<file path="config.mk">
export PLATFORM = sky130hd
export DESIGN_NAME = interval_timer_12bit
export DESIGN_NICKNAME = d
export VERILOG_FILES = /design/src/pkg/itimer_pkg.sv /design/src/logic/interval_timer_12bit.sv
export VERILOG_INCLUDE_DIRS = /design/src /design/src/pkg
export SDC_FILE = /design/constraint.sdc
export NUM_CORES = 1
export LEC_CHECK = 0
export BUFFER_PORTS_ARGS = -buffer_cell sky130_fd_sc_hd__buf_2
export CORE_ASPECT_RATIO = 0.75
export CORE_MARGIN = 8
export CORE_UTILIZATION = 40
export DETAILED_ROUTE_END_ITERATION = 6
export PLACE_DENSITY = 0.63
export SYNTH_ARGS = -nofsm -noshare
export SYNTH_HDL_FRONTEND = slang
export SYNTH_SLANG_ARGS = --single-unit
</file>
<file path="constraint.sdc">
create_clock -name clk_i -period 2.4 [get_ports clk_i]
set_input_delay 0.48 -clock clk_i [delete_from_list [all_inputs] [get_ports clk_i]]
set_output_delay 0.48 -clock clk_i [all_outputs]
set_load 0.01 [all_outputs]
</file>
<file path="src/pkg/itimer_regs.svh">
// Register offsets, field positions, reset values and timing counts of the interval timer
`ifndef ITIMER_REGS_SVH
`define ITIMER_REGS_SVH

`define ADDR_PCG1         20'hF007A
`define ADDR_SMC          20'hF00F3
`define ADDR_ITC          20'hFFF90
`define ADDR_IRQ_STATUS   20'hFFF94
`define ADDR_IRQ_MASK     20'hFFF96

`define PCG1_CLK_EN_BIT   7
`define PCG1_WMASK        8'hF1
`define PCG1_RESET        8'h00
`define SMC_OSC_SEL_BIT   4
`define SMC_WMASK         8'h10
`define SMC_RESET         8'h00
`define ITC_RUN_BIT       15
`define ITC_RESET         16'h0FFF
`define CMP_MSB           11
`define IRQ_MASK_RESET    8'h01

// Low-speed oscillator period in ns and the divider it implies at 100 MHz
`define CLK_PERIOD_NS     10
`define OSC_PERIOD_NS     66667
`define OSC_DIV_CYCLES    (`OSC_PERIOD_NS / `CLK_PERIOD_NS)

`endif

</file>
<file path="src/pkg/itimer_pkg.sv">
// Types shared by the interval timer design
package itimer_pkg;

    typedef enum logic [1:0] {
        ST_GATED = 2'b01,
        ST_LIVE  = 2'b10
    } supply_e;

    typedef struct packed {
        supply_e     supply;
        logic [7:0]  pcg1;
        logic [7:0]  smc;
        logic [15:0] itc;
        logic        run_seen;
        logic [12:0] div_cnt;
        logic [11:0] count;
        logic        irq_flag;
        logic        irq_mask;
        logic [15:0] rdata;
    } state_s;

endpackage : itimer_pkg

</file>
<file path="src/logic/interval_timer_12bit.sv">
// Twelve-bit interval timer with clock gate, oscillator select and a periodic interrupt
// How it works
// Supply gate off holds timer in reset
// Gate off: control writes ignored, defaults read
// Software writes zero to enable bits 1-3
// Oscillator select bit enables low-speed clock
// Select oscillator and stabilise before gate on
// Never clear oscillator select while running
// Other speed mode bits written as zero
// Control word: run bit 15, compare 11:0
// Run low stops and clears counter
// Period is count clock times compare plus one
// Match clears counter and raises interrupt
// Run readback updates one count clock later
// Compare changes only while run is low
// Mask interrupt before stop, clear flag first
// Wait one count clock before standby
// Control written whole, others as bytes
// Interrupt flag sticky until software clears
`timescale 1ns/1ps
`include "itimer_regs.svh"

module interval_timer_12bit (
    input  wire logic        clk_i,
    input  wire logic        nrst_i,
    input  wire logic [19:0] addr_i,
    input  wire logic [15:0] wdata_i,
    input  wire logic        wr_i,
    input  wire logic        rd_i,
    output logic      [15:0] rdata_o,
    output logic             irq_o,
    output logic             interval_interrupt_o
);

    itimer_pkg::state_s s_q;
    itimer_pkg::state_s s_d;
    logic [1:0]         rst_sync_q;
    logic               rst_n;
    logic               tick;
    logic               match;

    // ------------------------------------------------------------
    // Reset release
    // ------------------------------------------------------------
    // Release goes through two flops so it leaves glitch free
    // Kept outside the state struct: it lives in the pin's own reset domain
    always_ff @(posedge clk_i or negedge nrst_i) begin
        if (!nrst_i) begin
            rst_sync_q <= 2'h0;
        end else begin
            rst_sync_q <= {rst_sync_q[0], 1'b1};
        end
    end
    assign rst_n = rst_sync_q[1];

    // ------------------------------------------------------------
    // Count clock and match
    // ------------------------------------------------------------
    // count clock only when oscillator selected
    assign tick  = s_q.smc[`SMC_OSC_SEL_BIT] && (s_q.div_cnt == 13'(`OSC_DIV_CYCLES - 1));
    // match of counter against compare value
    assign match = s_q.run_seen && tick && (s_q.count == s_q.itc[`CMP_MSB:0]);

    // Interrupt level stays high while the single status flag is set and irq_mask is 1
    assign irq_o                = s_q.irq_flag && s_q.irq_mask;
    assign interval_interrupt_o = match;
    assign rdata_o              = s_q.rdata;

    function automatic logic hit(input logic [19:0] a, input logic [19:0] b);
        hit = (a == b);
    endfunction : hit

    // ------------------------------------------------------------
    // Next state
    // ------------------------------------------------------------
    always_comb begin
        logic gate_on;
        gate_on = s_q.pcg1[`PCG1_CLK_EN_BIT];
        s_d          = s_q;
        s_d.rdata    = 16'h0000;

        // Divider runs free so count clock edges are regular
        if (s_q.div_cnt == 13'(`OSC_DIV_CYCLES - 1)) begin
            s_d.div_cnt = 13'h0000;
        end else begin
            s_d.div_cnt = s_q.div_cnt + 13'h0001;
        end

        // stop clears the counter; R10: wrap after compare
        if (!s_q.run_seen) begin
            s_d.count = 12'h000;
        end else if (tick) begin
            if (match) begin
                s_d.count = 12'h000;
            end else begin
                s_d.count = s_q.count + 12'h001;
            end
        end

        // run bit reaches the counter on the next count clock
        if (tick) begin
            s_d.run_seen = s_q.itc[`ITC_RUN_BIT];
        end

        // Register writes
        if (wr_i) begin
            if (hit(addr_i, `ADDR_PCG1)) begin
                s_d.pcg1 = wdata_i[7:0] & `PCG1_WMASK;
            end
            if (hit(addr_i, `ADDR_SMC)) begin
                s_d.smc = wdata_i[7:0] & `SMC_WMASK;
            end
            // control writes only land while supply is on
            if (hit(addr_i, `ADDR_ITC) && gate_on) begin
                s_d.itc = {wdata_i[15], 3'h0, wdata_i[11:0]};
            end
            if (hit(addr_i, `ADDR_IRQ_MASK)) begin
                s_d.irq_mask = wdata_i[0];
            end
        end

        // Reads; status read clears flag but a new match wins
        if (rd_i) begin
            case (1'b1)
                hit(addr_i, `ADDR_PCG1):       s_d.rdata = {8'h00, s_q.pcg1};
                hit(addr_i, `ADDR_SMC):        s_d.rdata = {8'h00, s_q.smc};
                // readback shows the applied run bit
                hit(addr_i, `ADDR_ITC): begin
                    // gated control reads back its default, even in the cycle the gate drops
                    if (gate_on) begin
                        s_d.rdata = {s_q.run_seen, 3'h0, s_q.itc[`CMP_MSB:0]};
                    end else begin
                        s_d.rdata = `ITC_RESET;
                    end
                end
                hit(addr_i, `ADDR_IRQ_MASK):   s_d.rdata = {15'h0000, s_q.irq_mask};
                hit(addr_i, `ADDR_IRQ_STATUS): begin
                    s_d.rdata    = {15'h0000, s_q.irq_flag};
                    s_d.irq_flag = 1'b0;
                end
                default:                       s_d.rdata = 16'h0000;
            endcase
        end
        // sticky flag, set beats clear
        if (match) begin
            s_d.irq_flag = 1'b1;
        end

        // gated supply holds timer in reset
        case (s_q.supply)
            itimer_pkg::ST_GATED: begin
                // Leaving the gate must not clobber a control write of the same cycle
                if (gate_on) begin
                    s_d.supply = itimer_pkg::ST_LIVE;
                end else begin
                    s_d.itc      = `ITC_RESET;
                    s_d.run_seen = 1'b0;
                    s_d.count    = 12'h000;
                end
            end
            itimer_pkg::ST_LIVE: begin
                if (!gate_on) begin
                    s_d.supply   = itimer_pkg::ST_GATED;
                    s_d.itc      = `ITC_RESET;
                    s_d.run_seen = 1'b0;
                    s_d.count    = 12'h000;
                end
            end
            default: s_d.supply = itimer_pkg::ST_GATED;
        endcase
    end

    // ------------------------------------------------------------
    // State register
    // ------------------------------------------------------------
    // control word resets to full-scale compare, run low
    always_ff @(posedge clk_i or negedge rst_n) begin
        if (!rst_n) begin
            s_q.supply   <= itimer_pkg::ST_GATED;
            s_q.pcg1     <= `PCG1_RESET;
            s_q.smc      <= `SMC_RESET;
            s_q.itc      <= `ITC_RESET;
            s_q.run_seen <= 1'b0;
            s_q.div_cnt  <= 13'h0000;
            s_q.count    <= 12'h000;
            s_q.irq_flag <= 1'b0;
            s_q.irq_mask <= 1'b1;
            s_q.rdata    <= 16'h0000;
        end else begin
            s_q.supply   <= s_d.supply;
            s_q.pcg1     <= s_d.pcg1;
            s_q.smc      <= s_d.smc;
            s_q.itc      <= s_d.itc;
            s_q.run_seen <= s_d.run_seen;
            s_q.div_cnt  <= s_d.div_cnt;
            s_q.count    <= s_d.count;
            s_q.irq_flag <= s_d.irq_flag;
            s_q.irq_mask <= s_d.irq_mask;
            s_q.rdata    <= s_d.rdata;
        end
    end

    // ------------------------------------------------------------
    // Assertions
    // ------------------------------------------------------------
    // gate off holds reset
    a_gate_holds_reset: assert property (@(posedge clk_i) disable iff (!rst_n)
        !s_q.pcg1[`PCG1_CLK_EN_BIT] |=> (s_q.count == 12'h000) && !s_q.run_seen)
        else $error("timer not held in reset while supply gated");

    // gated writes dropped
    a_gated_write_lost: assert property (@(posedge clk_i) disable iff (!rst_n)
        (wr_i && addr_i == `ADDR_ITC && !s_q.pcg1[`PCG1_CLK_EN_BIT]) |=> s_q.itc == `ITC_RESET)
        else $error("control write landed while supply gated");

    // gated reads give default
    a_gated_read_default: assert property (@(posedge clk_i) disable iff (!rst_n)
        (rd_i && addr_i == `ADDR_ITC && !s_q.pcg1[`PCG1_CLK_EN_BIT]) |=> rdata_o == `ITC_RESET)
        else $error("control read not default while supply gated");

    // supplied writes land
    a_write_lands: assert property (@(posedge clk_i) disable iff (!rst_n)
        (wr_i && addr_i == `ADDR_ITC && s_q.pcg1[`PCG1_CLK_EN_BIT])
        |=> s_q.itc == {$past(wdata_i[15]), 3'h0, $past(wdata_i[11:0])})
        else $error("control write lost while supply on");

    // select gates count clock
    a_osc_needed: assert property (@(posedge clk_i) disable iff (!rst_n)
        !s_q.smc[`SMC_OSC_SEL_BIT] |-> !tick)
        else $error("count clock ran without oscillator select");

    // count clock one cycle wide
    a_tick_single: assert property (@(posedge clk_i) disable iff (!rst_n)
        tick |=> !tick)
        else $error("count clock strobe longer than one cycle");

    // fixed-zero control bits
    a_ctrl_zero_bits: assert property (@(posedge clk_i) disable iff (!rst_n)
        s_q.itc[14:12] == 3'h0)
        else $error("control bits 14..12 not zero");

    // readback zero bits
    a_ctrl_readback: assert property (@(posedge clk_i) disable iff (!rst_n)
        (rd_i && addr_i == `ADDR_ITC) |=> rdata_o[14:12] == 3'h0)
        else $error("control readback bits 14..12 not zero");

    // stop clears counter
    a_stop_clears: assert property (@(posedge clk_i) disable iff (!rst_n)
        (!s_q.run_seen && s_q.pcg1[`PCG1_CLK_EN_BIT]) ##1 !s_q.run_seen |-> s_q.count == 12'h000)
        else $error("counter not cleared while stopped");

    // no request while stopped
    a_stopped_no_pulse: assert property (@(posedge clk_i) disable iff (!rst_n)
        !s_q.run_seen |-> !interval_interrupt_o)
        else $error("interval request while stopped");

    // counter holds between ticks
    a_count_holds: assert property (@(posedge clk_i) disable iff (!rst_n)
        (s_q.run_seen && !tick && s_q.pcg1[`PCG1_CLK_EN_BIT]) |=> $stable(s_q.count))
        else $error("counter moved without a count clock");

    // counter steps by one
    a_count_steps: assert property (@(posedge clk_i) disable iff (!rst_n)
        (tick && !match && s_q.run_seen && s_q.pcg1[`PCG1_CLK_EN_BIT])
        |=> s_q.count == $past(s_q.count) + 12'h001)
        else $error("counter did not step on a count clock");

    // match wraps and flags
    a_match_wrap: assert property (@(posedge clk_i) disable iff (!rst_n)
        match && s_q.pcg1[`PCG1_CLK_EN_BIT] |=> s_q.count == 12'h000 && s_q.irq_flag)
        else $error("match did not wrap counter and flag request");

    // request is one pulse
    a_pulse_single: assert property (@(posedge clk_i) disable iff (!rst_n)
        interval_interrupt_o |=> !interval_interrupt_o)
        else $error("interval request longer than one cycle");

    // run applied on tick
    a_run_applied_tick: assert property (@(posedge clk_i) disable iff (!rst_n)
        $changed(s_q.run_seen) && s_q.pcg1[`PCG1_CLK_EN_BIT] && $past(s_q.pcg1[`PCG1_CLK_EN_BIT]) |-> $past(tick))
        else $error("run bit applied off a count clock edge");

    // flag sticky until read
    a_flag_sticky: assert property (@(posedge clk_i) disable iff (!rst_n)
        s_q.irq_flag && !(rd_i && addr_i == `ADDR_IRQ_STATUS) |=> s_q.irq_flag)
        else $error("interrupt flag dropped without a status read");

    // status read returns flag
    a_status_readback: assert property (@(posedge clk_i) disable iff (!rst_n)
        (rd_i && addr_i == `ADDR_IRQ_STATUS) |=> rdata_o == {15'h0000, $past(s_q.irq_flag)})
        else $error("status read did not return the flag");

    // status read clears flag
    a_status_clears: assert property (@(posedge clk_i) disable iff (!rst_n)
        (rd_i && addr_i == `ADDR_IRQ_STATUS && !match) |=> !s_q.irq_flag)
        else $error("status read did not clear the flag");

endmodule : interval_timer_12bit

</file>
* After elaboration in Yosys (flattened, before gate mapping)
Index checks and enable logic that the tools add are counted.
** Word-level totals
- Register bits after elaboration :: 70
- Bits in latches :: 0
- Bits in writable memories :: 0
- Bits in read-only memories :: 0
- Logic and storage cells :: 69
- Memories :: 0
** Cells by class
- Add/subtract/negate cells :: 2
- $mul :: 0
- Div/mod/pow operators :: 0
- Order comparisons :: 0
- Eq/ne operators :: 15
- Shift-type cells :: 0
- Mux-type cells :: 28
- Bitwise logic cells :: 0
- Reductions and logical operators :: 13
** Operator list (number)
- 16-bit 2-to-1 mux :: 7
- 20-bit equality test, second input constant :: 5
- 12-bit 2-to-1 mux :: 5
- 17-bit 2-to-1 mux :: 2
- 13-bit by 1-bit adder with 13-bit output, second input constant :: 1
- 13-bit equality test, second input constant :: 1
- 13-bit 2-to-1 mux :: 1
- 12-bit by 1-bit adder with 12-bit output, second input constant :: 1
- 12-bit equality test :: 1
- 2-bit != test, second input constant :: 6
- 1-bit 2-to-1 mux :: 10
- 2-bit AND reduction :: 4
- 6-bit AND reduction :: 1
- 1-bit logical AND :: 5
- 2-bit 2-to-1 mux :: 2
- 2-bit one-hot mux with 2 select lines :: 1
- 2-bit nonzero test :: 2
- 2-bit by 1-bit equality test with 1-bit output, second input constant :: 1
- 2-bit equality test, second input constant :: 1
- 2-bit OR reduction :: 1

* Longest topological paths before layout
Gate-level depths: netlist of run 1.
- Depth in word-level cells :: 9
- Gate-level depth with buffers :: 8
- Mapped depth without buffers :: 7

* Worst setup path after synthesis of run 1
Ideal clock, no wire load.
- Kind :: register -> output
- From :: register s_q[48] (netlist name)
- To :: output interval_interrupt_o
- Arrival :: 1.793 ns
- Data required time :: 1.920 ns
- Setup slack :: 0.127 ns
- Stages on the path, launching flop included :: 5
- Path buffers :: 0
- Cells stage by stage :: dfstp_2 > xnor2_1 > nand4_1 > or4_1 > nor4_1
** On the way
- Cells in the longest elaborated chain, start to end :: 2
** RTL lines
- from (decl) :: RTL line interval_timer_12bit.sv:35 : itimer_pkg::state_s s_q;
- 12-bit equality test :: RTL line interval_timer_12bit.sv:62 : assign match = s_q.run_seen && tick && (s_q.count == s_q.itc[`CMP_MSB:0]);
- 1-bit logical AND :: RTL line interval_timer_12bit.sv:62
- to (decl) :: RTL line interval_timer_12bit.sv:32 : output logic interval_interrupt_o
No other way between the ends.

* Worst setup path after layout of run 1
- From :: register s_q[49] (netlist name)
- To :: output interval_interrupt_o
Same word-level chain as after synthesis.

==> results.yml, run 1 <==
logic_synthesis:
  ys.flop_type: "dfrtp_1"
  synth-xor-area-share: 0.0759
  synth_cells: 335
  synth_top_family_by_area: "simple AND/OR/NAND/NOR gates"
  synth.most_common_cell: "dfrtp_1"
  muxShareOfSynthArea: 0.0654
  synthSimpleGateAreaFrac: 0.227
  synth_edf_count: 0
  avgSynthCellArea_sq_um: 9.99
  synth_adder_area_share: 0.0187
  synth_top_area_cell: "dfrtp_1"
  syn_area_sq_um: 3350
  synth_common_cells: "dfrtp_1, nand2_1, xnor2_1"
  yosysUniqueCellTypes: 46
  synth_compound_area_frac: 0.0557
  synth_seq_cells: 64
  synthTopCellsByArea: "dfrtp_1, dfstp_2, xnor2_1"
  ys_async_sr_fraction: 1.00
  synth_top_area_frac: 0.374
  yosys_warnings: 0
  ys_seq_area_frac: 0.484
power:
  p_switching_uw: 440
  power_mw: 2.06
  p_int_mw: 1.62
  p_comb_frac: 0.038
  power.sequential.fraction: 0.526
  clockPowerShare: 0.436
  vdd_drop_max_v: 0.000310
  leakage_nw: 2.02
  power_density_nw_per_um2: 508
  switching_share: 0.214
worst_hold_path:
  hp-class: "flop to async pin"
die:
  die_y_um: 95.2
  initial_core_util: 0.403
  die_x_um: 122
  die_area_sq_um: 11600
  io_pins: 58
  core_area_sq_um: 8310
  num_rows: 29
clock_tree:
  cts_buffers: 9
  htree_num_levels: 3
  cts_tree: "built"
  ctsLongestPathBuffers: 2
  clkTransAtPathRegs_ns: 0.07
  cts_root_buffer: "clkbuf_8"
  cts.sink_count: 64
  clock_latency_ns: 0.35
routing:
  drt_wl_total_um: 7510
  wl_met3_um: 413
  drtIter0Drc: 111
  wl_met1_um: 3440
  wire_per_inst_um: 14.6
  route.vias.total: 2572
  wl_met2_um: 3600
  final_antenna_net_count: 0
  first_pass_iters: 4
  routed.top_layer: "met4"
  drc_errors: 0
  viasPerCell: 5.00
critical_path:
  max_stage_delay_ns: 0.58
  startpoint_type: "flop"
  reg2reg_slack_ns: 0.22
  critical_path_class: "flop to output pin"
  end_kind: "output pin"
  path_max_fanout: 2
  cp.required_ns: 1.92
  crit_chain: "xnor2_2 > nand3_1 > or4_4 > nor4_2 > buf_2"
  slowest_stage: "or4_4"
  worstPathArrival_ns: 2.02
place:
  place_hpwl_um: 5690
  gp_congestion: 0.789
  pre_cts_ws_ns: 0.0374
  port-buffer-count: 51
  dpl.cell_count: 494
finish:
  syn_to_final_growth_pct: 20.9
  nNetsFinal: 446
  n_antenna_cell: 0
  seqCellArea_sq_um: 1620
  multiInputGateArea_sq_um: 1570
  finish.utilization: 0.487
  fill_cells: 801
  final_cells: 514
  drive_above_1_share: 0.313
job:
  cap_violations: 0
sta:
  period_minus_slack_ns: 2.50
  slew_headroom: 0.662
  setup_viol: 1
  rsz0062_at_grt: "true"
  holdWs_ns: 0.267
  finalHoldViolations: 0
  worst_pin_slew_ns: 0.500
  setup_ws_ns: -0.0984
  period_share: 1.04
  fin_worst_skew_ns: 0.0114
  max_freq_mhz: 400
  slew_violations: 0
global_routing:
  grt_pass1_wl_um: 12800
  antenna_found_initial: 0
  grt_pass1_vias: 2700
  grt_overflow_total: 0
  grt_max_degree: 63
  track_usage: 0.140
outcome:
  violations: "negative setup slack"
  status: "finished with violations"
[through the flow]
step	area (sq um)	setup TNS, ns
floorplan	3350	0
global placement	3750	0
detailed placement	3750	0
CTS	4010	-0.135
global route	4050	-0.303
finish	4050	-0.0984
[power by group through the flow]
stage	clock, mW	combinational, mW	sequential, mW
floorplan	0	0.0169	1.12
detailed placement	0	0.0779	1.10
global route	0.984	0.0884	1.08
CTS	0.930	0.0792	1.08
finish	0.896	0.0773	1.08
global placement	0	0.0768	1.10
[worst paths after layout]
path,end,startpoint,depth (start not counted)
min,s_q[23]$_DFF_PN0_,rst_sync_q[1]$_DFF_PN0_,1
max reg2reg,s_q[21]$_DFF_PN0_,s_q[31]$_DFF_PN0_,7
min in group clk_i,rst_sync_q[1]$_DFF_PN0_,rst_sync_q[0]$_DFF_PN0_,0
max,interval_interrupt_o,s_q[49]$_DFF_PN1_,5
min reg2reg,s_q[23]$_DFF_PN0_,rst_sync_q[1]$_DFF_PN0_,1
max in group asynchronous,s_q[16]$_DFFE_PN1P_,rst_sync_q[1]$_DFF_PN0_,1
[kinds of logic (layout without fill, tap and decap cells)]
| logic type | after synthesis | after routing |
|---|---|---|
| XOR/XNOR | 29 | 29 |
| AO/OA/AOI/OAI | 33 | 33 |
| flip-flops | 64 | 64 |
| multiplexers | 21 | 21 |
| buffers and inverters | 40 | 109 |
| AND/OR/NAND/NOR | 141 | 141 |
| adder cells (fa/ha/maj) | 5 | 5 |
| other | 2 | 4 |
[repair_timing]
| action | CTS | global route |
|---|---|---|
| setup buffers | 3 | 0 |
| pin swaps | 3 | 0 |
| hold endpoints to repair | 2 | 0 |
| resized for setup | 6 | 5 |
| hold buffers | 1 | 0 |
| setup endpoints to repair | 1 | 9 |
[cell usage in the layout, fill, tap and decap left out, drive strengths merged, types with 6 or more instances in the layout]
cell / netlist / final
inv: 15 / 15
dfstp: 14 / 14
nand2: 39 / 39
buf: 20 / 77
mux2i: 14 / 14
nand3: 21 / 21
nand4: 9 / 9
dfrtp: 50 / 50
o21ai: 7 / 7
xnor2: 23 / 23
nor4: 7 / 7
clkbuf: 5 / 12
xor2: 6 / 6
and3: 6 / 6
mux2: 7 / 7
a21oi: 18 / 18
nor3: 7 / 7
nor2: 18 / 18
[sequential cells by signal, summed over array words and instances, names as in the netlist]
name,flops
s_q,49
rdata_o,13
rst_sync_q,2
[routing by layer]
metal,up-vias,GRT usage
li1,1276,-
met1,1241,0.161
met2,48,0.241
met3,7,0.0562
met4,0,0.0297
met5,-,0
[worst max-delay path, delay by kind of cell, from the launching register on]
kind | cells | cell delay [ns]
flops | 1 | 0.56
buf+inv | 1 | 0.17
xor+xnor | 1 | 0.12
simple gates | 3 | 0.83
[area by class of cell]
class | instances | area share
clock buffers | 12 | 0.0359
clock inverters | 4 | 0.0111
inverters | 15 | 0.0139
multi-input cells | 233 | 0.389
flip-flops and latches | 64 | 0.400
well taps | 108 | 0.0334
repair buffers | 78 | 0.117
No activity file was read; power rests on OpenSTA's default activity.
==> inputs of run 2 (changes only) <==
- BUFFER_PORTS_ARGS: -buffer_cell sky130_fd_sc_hd__buf_2 -> -buffer_cell sky130_fd_sc_hd__clkbuf_2
- CORE_MARGIN: 8 -> 4
==> run 2 against run 1 <==
Effect of this change:
- the flow still finishes with violations (negative setup slack)
- non-clock buffer count did not move
- design area fell by 0.43%
- combinational power fell by 8.3%
- count of clock-buffer cells in the layout did not move
- routed wire length barely moved
- final cell count fell by 0.58%
- first-iteration DRC count fell by 2.7%
- die area fell by 14%
- sequential power barely moved
- sequential share of layout area rose by 0.17 points
- register-to-register slack barely moved
- worst hold slack improved by 0.022 ns
- critical endpoint unchanged
- largest cell class unchanged
- highest routed layer unchanged
==> results.yml, run 2 (same netlist as run 1, synthesis figures left out) <==
global_routing:
  grt_overflow_total: 0
  grt_max_degree: 38
  grt_pass1_vias: 2627
  antenna_found_initial: 0
  grt_pass1_wl_um: 13000
  track_usage: 0.165
job:
  cap_violations: 0
critical_path:
  cp.required_ns: 1.92
  r2r-end: "s_q[23]$_DFF_PN0_"
  reg2reg_slack_ns: 0.21
  end_kind: "output pin"
  timing.rr.start: "s_q[32]$_DFF_PN0_"
  crit_end: "interval_interrupt_o"
  r2r_cells: 5
  path_max_fanout: 2
  worstSetupStartpoint: "s_q[54]$_DFF_PN1_"
  startpoint_type: "flop"
  worstPathArrival_ns: 2.02
  critical_path_class: "flop to output pin"
finish:
  drive_above_1_share: 0.313
  final_common_cell: "clkbuf_2"
  largest-register: "s_q"
  n_antenna_cell: 0
  syn_to_final_growth_pct: 20.4
  nNetsFinal: 446
  finish.utilization: 0.502
  layout_common_cells: "clkbuf_2, dfrtp_1, nand2_1"
  largest_reg_flops: 49
die:
  io_pins: 58
  num_rows: 28
  die_y_um: 87.2
  core_area_sq_um: 8020
  die_area_sq_um: 9910
  die_x_um: 114
  initial_core_util: 0.417
place:
  place_hpwl_um: 5750
  port-buffer-count: 51
  gp_congestion: 0.850
outcome:
  violations: "negative setup slack"
  status: "finished with violations"
power:
  vdd_drop_max_v: 0.000241
  power_density_nw_per_um2: 495
  leakage_nw: 2.00
routing:
  first_pass_iters: 4
  route.vias.total: 2575
  final_antenna_net_count: 0
  viasPerCell: 5.04
  wire_per_inst_um: 14.7
  drc_errors: 0
  drtIter0Drc: 108
  drt_wl_total_um: 7510
clock_tree:
  cts_buffers: 9
  ctsLongestPathBuffers: 2
  cts_root_buffer: "clkbuf_8"
  clock_latency_ns: 0.34
  htree_num_levels: 3
  cts_tree: "built"
  cts.sink_count: 64
  clkTransAtPathRegs_ns: 0.07
sta:
  period_share: 1.04
  slew_violations: 0
  finalHoldViolations: 0
  holdWs_ns: 0.289
  max_freq_mhz: 400
  worst_pin_slew_ns: 0.752
  setup_viol: 1
  period_minus_slack_ns: 2.50
  fin_worst_skew_ns: 0.0123
  rsz0062_at_grt: "true"
  setup-tns-final_ns: -0.102
  setup_ws_ns: -0.102
  slew_headroom: 0.494
worst_hold_path:
  hp-class: "flop to async pin"
[run 2: layout make-up]
type / count / area (sq um)
Fill cell: 747 / 3990
Sequential cell: 64 / 1620
Multi-Input combinational cell: 233 / 1570
Timing Repair Buffer: 78 / 473
Clock buffer: 12 / 155
Tap cell: 105 / 131
Inverter: 15 / 56.3
Clock inverter: 4 / 20.0
[run 2: worst min path at each step]
stage	startpoint	to	slack, ns
after floorplan	nrst_i	rst_sync_q[0]$_DFF_PN0_	0.18
after global placement	nrst_i	rst_sync_q[0]$_DFF_PN0_	0.27
after detailed placement	nrst_i	rst_sync_q[0]$_DFF_PN0_	0.27
after CTS	rst_sync_q[1]$_DFF_PN0_	rdata_o[10]$_DFF_PN0_	0.30
after global routing	rst_sync_q[1]$_DFF_PN0_	rdata_o[10]$_DFF_PN0_	0.34
final	rst_sync_q[1]$_DFF_PN0_	rdata_o[11]$_DFF_PN0_	0.29
[run 2: power breakdown]
part	switching, mW	total (mW)	internal, mW
clock network	0.408	0.833	0.424
logic	0.0396	0.0709	0.0313
registers	0.00905	1.09	1.08
total	0.457	1.99	1.54
[run 2: routing by layer]
layer  global-route usage  vias up  routed length [um]
met4               0.0328        0                  55
met3               0.0528        6                 422
met1                0.231     1246                3700
li1                     -     1270                   -
met2                0.253       53                3330
met5                    0        -                   0
[run 2: metrics by stage]
stage	instances	instance area [sq um]	total power, mW	setup WS [ns]
2_1_floorplan	337	3350	1.13	0.127
6_report	511	4030	1.99	-0.102
3_3_place_gp	493	3760	1.18	-0.0340
5_1_grt	511	4030	2.08	-0.204
4_1_cts	510	4000	2.02	-0.157
3_5_place_dp	493	3760	1.18	-0.0469
[run 2: what timing repair did]
action | in CTS | in global routing
hold buffers | 1 | 0
buffers inserted | 0 | 1
gates resized for setup | 8 | 4
pin swaps | 2 | 2
endpoints found under the setup margin | 1 | 3
hold endpoints to repair | 2 | 0
[run 2: critical path: stages, from the launching register on]
cell and delay (ns):
dfstp_2 0.56, xnor2_2 0.13, nand3_1 0.12, or4_4 0.55
nor4_4 0.15, buf_2 0.17
==> inputs of run 3 (changes only) <==
- PLACE_DENSITY: 0.63 -> 0.67
==> run 3 against run 2 <==
Effect of this change:
- the run still ends with negative setup slack left
- sequential share of layout area down 0.16 points
- clock power up 3.5%
- fmax rose by 0.48%
- sequential cell count unchanged
- non-clock buffer count unchanged
- highest routed layer unchanged
==> results.yml, run 3 (same netlist as run 1, synthesis figures left out) <==
critical_path:
  reg2reg_slack_ns: 0.23
  r2r-end: "s_q[22]$_DFF_PN0_"
  r2r_cells: 7
  slowest_stage: "dfstp_2"
  path_max_fanout: 2
  end_kind: "output pin"
  critical_path_class: "flop to output pin"
  timing.rr.start: "s_q[76]$_DFFE_PN1P_"
  crit_chain: "xnor2_2 > nand4_1 > or4_4 > nor4_4 > buf_2"
  max_stage_delay_ns: 0.56
  worstPathArrival_ns: 2.01
  startpoint_type: "flop"
  cp.required_ns: 1.92
finish:
  largest-register: "s_q"
  final_common_cell: "clkbuf_2"
  layout_common_cells: "clkbuf_2, dfrtp_1, nand2_1"
  largest_reg_flops: 49
  final_cells: 511
  drive_above_1_share: 0.315
  seqCellArea_sq_um: 1620
  multiInputGateArea_sq_um: 1580
  nNetsFinal: 446
  syn_to_final_growth_pct: 20.9
  finish.utilization: 0.504
  fill_cells: 764
  n_antenna_cell: 0
clock_tree:
  htree_num_levels: 3
  ctsLongestPathBuffers: 2
  clkTransAtPathRegs_ns: 0.07
  clock_latency_ns: 0.35
  cts_buffers: 9
  cts.sink_count: 64
  cts_tree: "built"
  cts_root_buffer: "clkbuf_8"
sta:
  fin_worst_skew_ns: 0.00700
  period_share: 1.04
  rsz0062_at_grt: "true"
  worst_pin_slew_ns: 0.711
  setup_viol: 1
  slew_headroom: 0.521
  period_minus_slack_ns: 2.49
  setup_ws_ns: -0.0901
  slew_violations: 0
  max_freq_mhz: 402
  finalHoldViolations: 0
worst_hold_path:
  hp-class: "flop to async pin"
power:
  power_mw: 2.02
  leakage_nw: 2.01
  vdd_drop_max_v: 0.000322
  power_density_nw_per_um2: 500
die:
  io_pins: 58
  core_area_sq_um: 8020
  die_x_um: 114
  die_y_um: 87.2
  initial_core_util: 0.417
  num_rows: 28
  die_area_sq_um: 9910
global_routing:
  antenna_found_initial: 0
  grt_pass1_vias: 2685
  grt_max_degree: 36
  grt_pass1_wl_um: 12900
  track_usage: 0.166
  grt_overflow_total: 0
routing:
  first_pass_iters: 6
  drt_wl_total_um: 7500
  drtIter0Drc: 82
  drc_errors: 0
  wire_per_inst_um: 14.7
  viasPerCell: 5.05
  final_antenna_net_count: 0
  route.vias.total: 2579
place:
  port-buffer-count: 51
  dpl.cell_count: 492
  gp_congestion: 0.885
  place_hpwl_um: 5630
  pre_cts_ws_ns: -0.0462
outcome:
  violations: "negative setup slack"
  status: "finished with violations"
job:
  cap_violations: 0
==> run 3: how the worst max path moves through the flow <==
| stage | from | to | slack, ns | depth (start not counted) |
|---|---|---|---|---|
| finish | s_q[53]$_DFF_PN1_ | interval_interrupt_o | -0.09 | 5 |
| global route | s_q[51]$_DFF_PN1_ | interval_interrupt_o | -0.20 | 5 |
| CTS | s_q[44]$_DFF_PN1_ | interval_interrupt_o | -0.21 | 5 |
| detailed placement | s_q[55]$_DFF_PN1_ | interval_interrupt_o | -0.05 | 5 |
| global placement | s_q[55]$_DFF_PN1_ | interval_interrupt_o | -0.05 | 5 |
| floorplan | s_q[48]$_DFF_PN1_ | interval_interrupt_o | 0.13 | 4 |
==> run 3: power breakdown <==
group	internal, mW	switching, mW
Clock	0.455	0.407
Combinational	0.0313	0.0375
Sequential	1.08	0.00935
Total	1.57	0.454
==> run 3: through the flow <==
step	hold WS [ns]	area, sq um	setup TNS, ns
4_1_cts	0.324	4010	-0.214
5_1_grt	0.349	4050	-0.197
6_report	0.293	4050	-0.0901
3_3_place_gp	0.267	3750	-0.0530
3_5_place_dp	0.269	3750	-0.0462
2_1_floorplan	0.184	3350	0
==> run 3: what timing repair did <==
action	in CTS	in global routing
hold buffers	1	0
cloned	0	0
endpoints found under the setup margin	1	5
setup buffers	1	1
pin swaps	3	1
gates resized for setup	8	5
hold endpoints to repair	2	0
==> run 3: critical path: cells and delay by family (launching register included) <==
family | cells | cell delay, ns
xor gates and xnor gates | 1 | 0.12
buffers and inverters | 1 | 0.17
DFF | 1 | 0.56
and+or+nand+nor | 3 | 0.81
==> run 3: metal layers <==
layer,GRT usage,vias to the layer above,part of all wire
met5,0,-,0
met4,0.0753,0,0.018
met3,0.0451,13,0.052
met2,0.256,61,0.44
met1,0.218,1227,0.49
li1,-,1278,-
==> run 3: cell type report <==
class	instances	share of cell area
Inverter	15	0.0139
Clock buffer	13	0.0417
Tap cell	105	0.0325
Sequential cell	64	0.400
Multi-Input combinational cell	233	0.391
Clock inverter	3	0.00371
Timing Repair Buffer	78	0.117
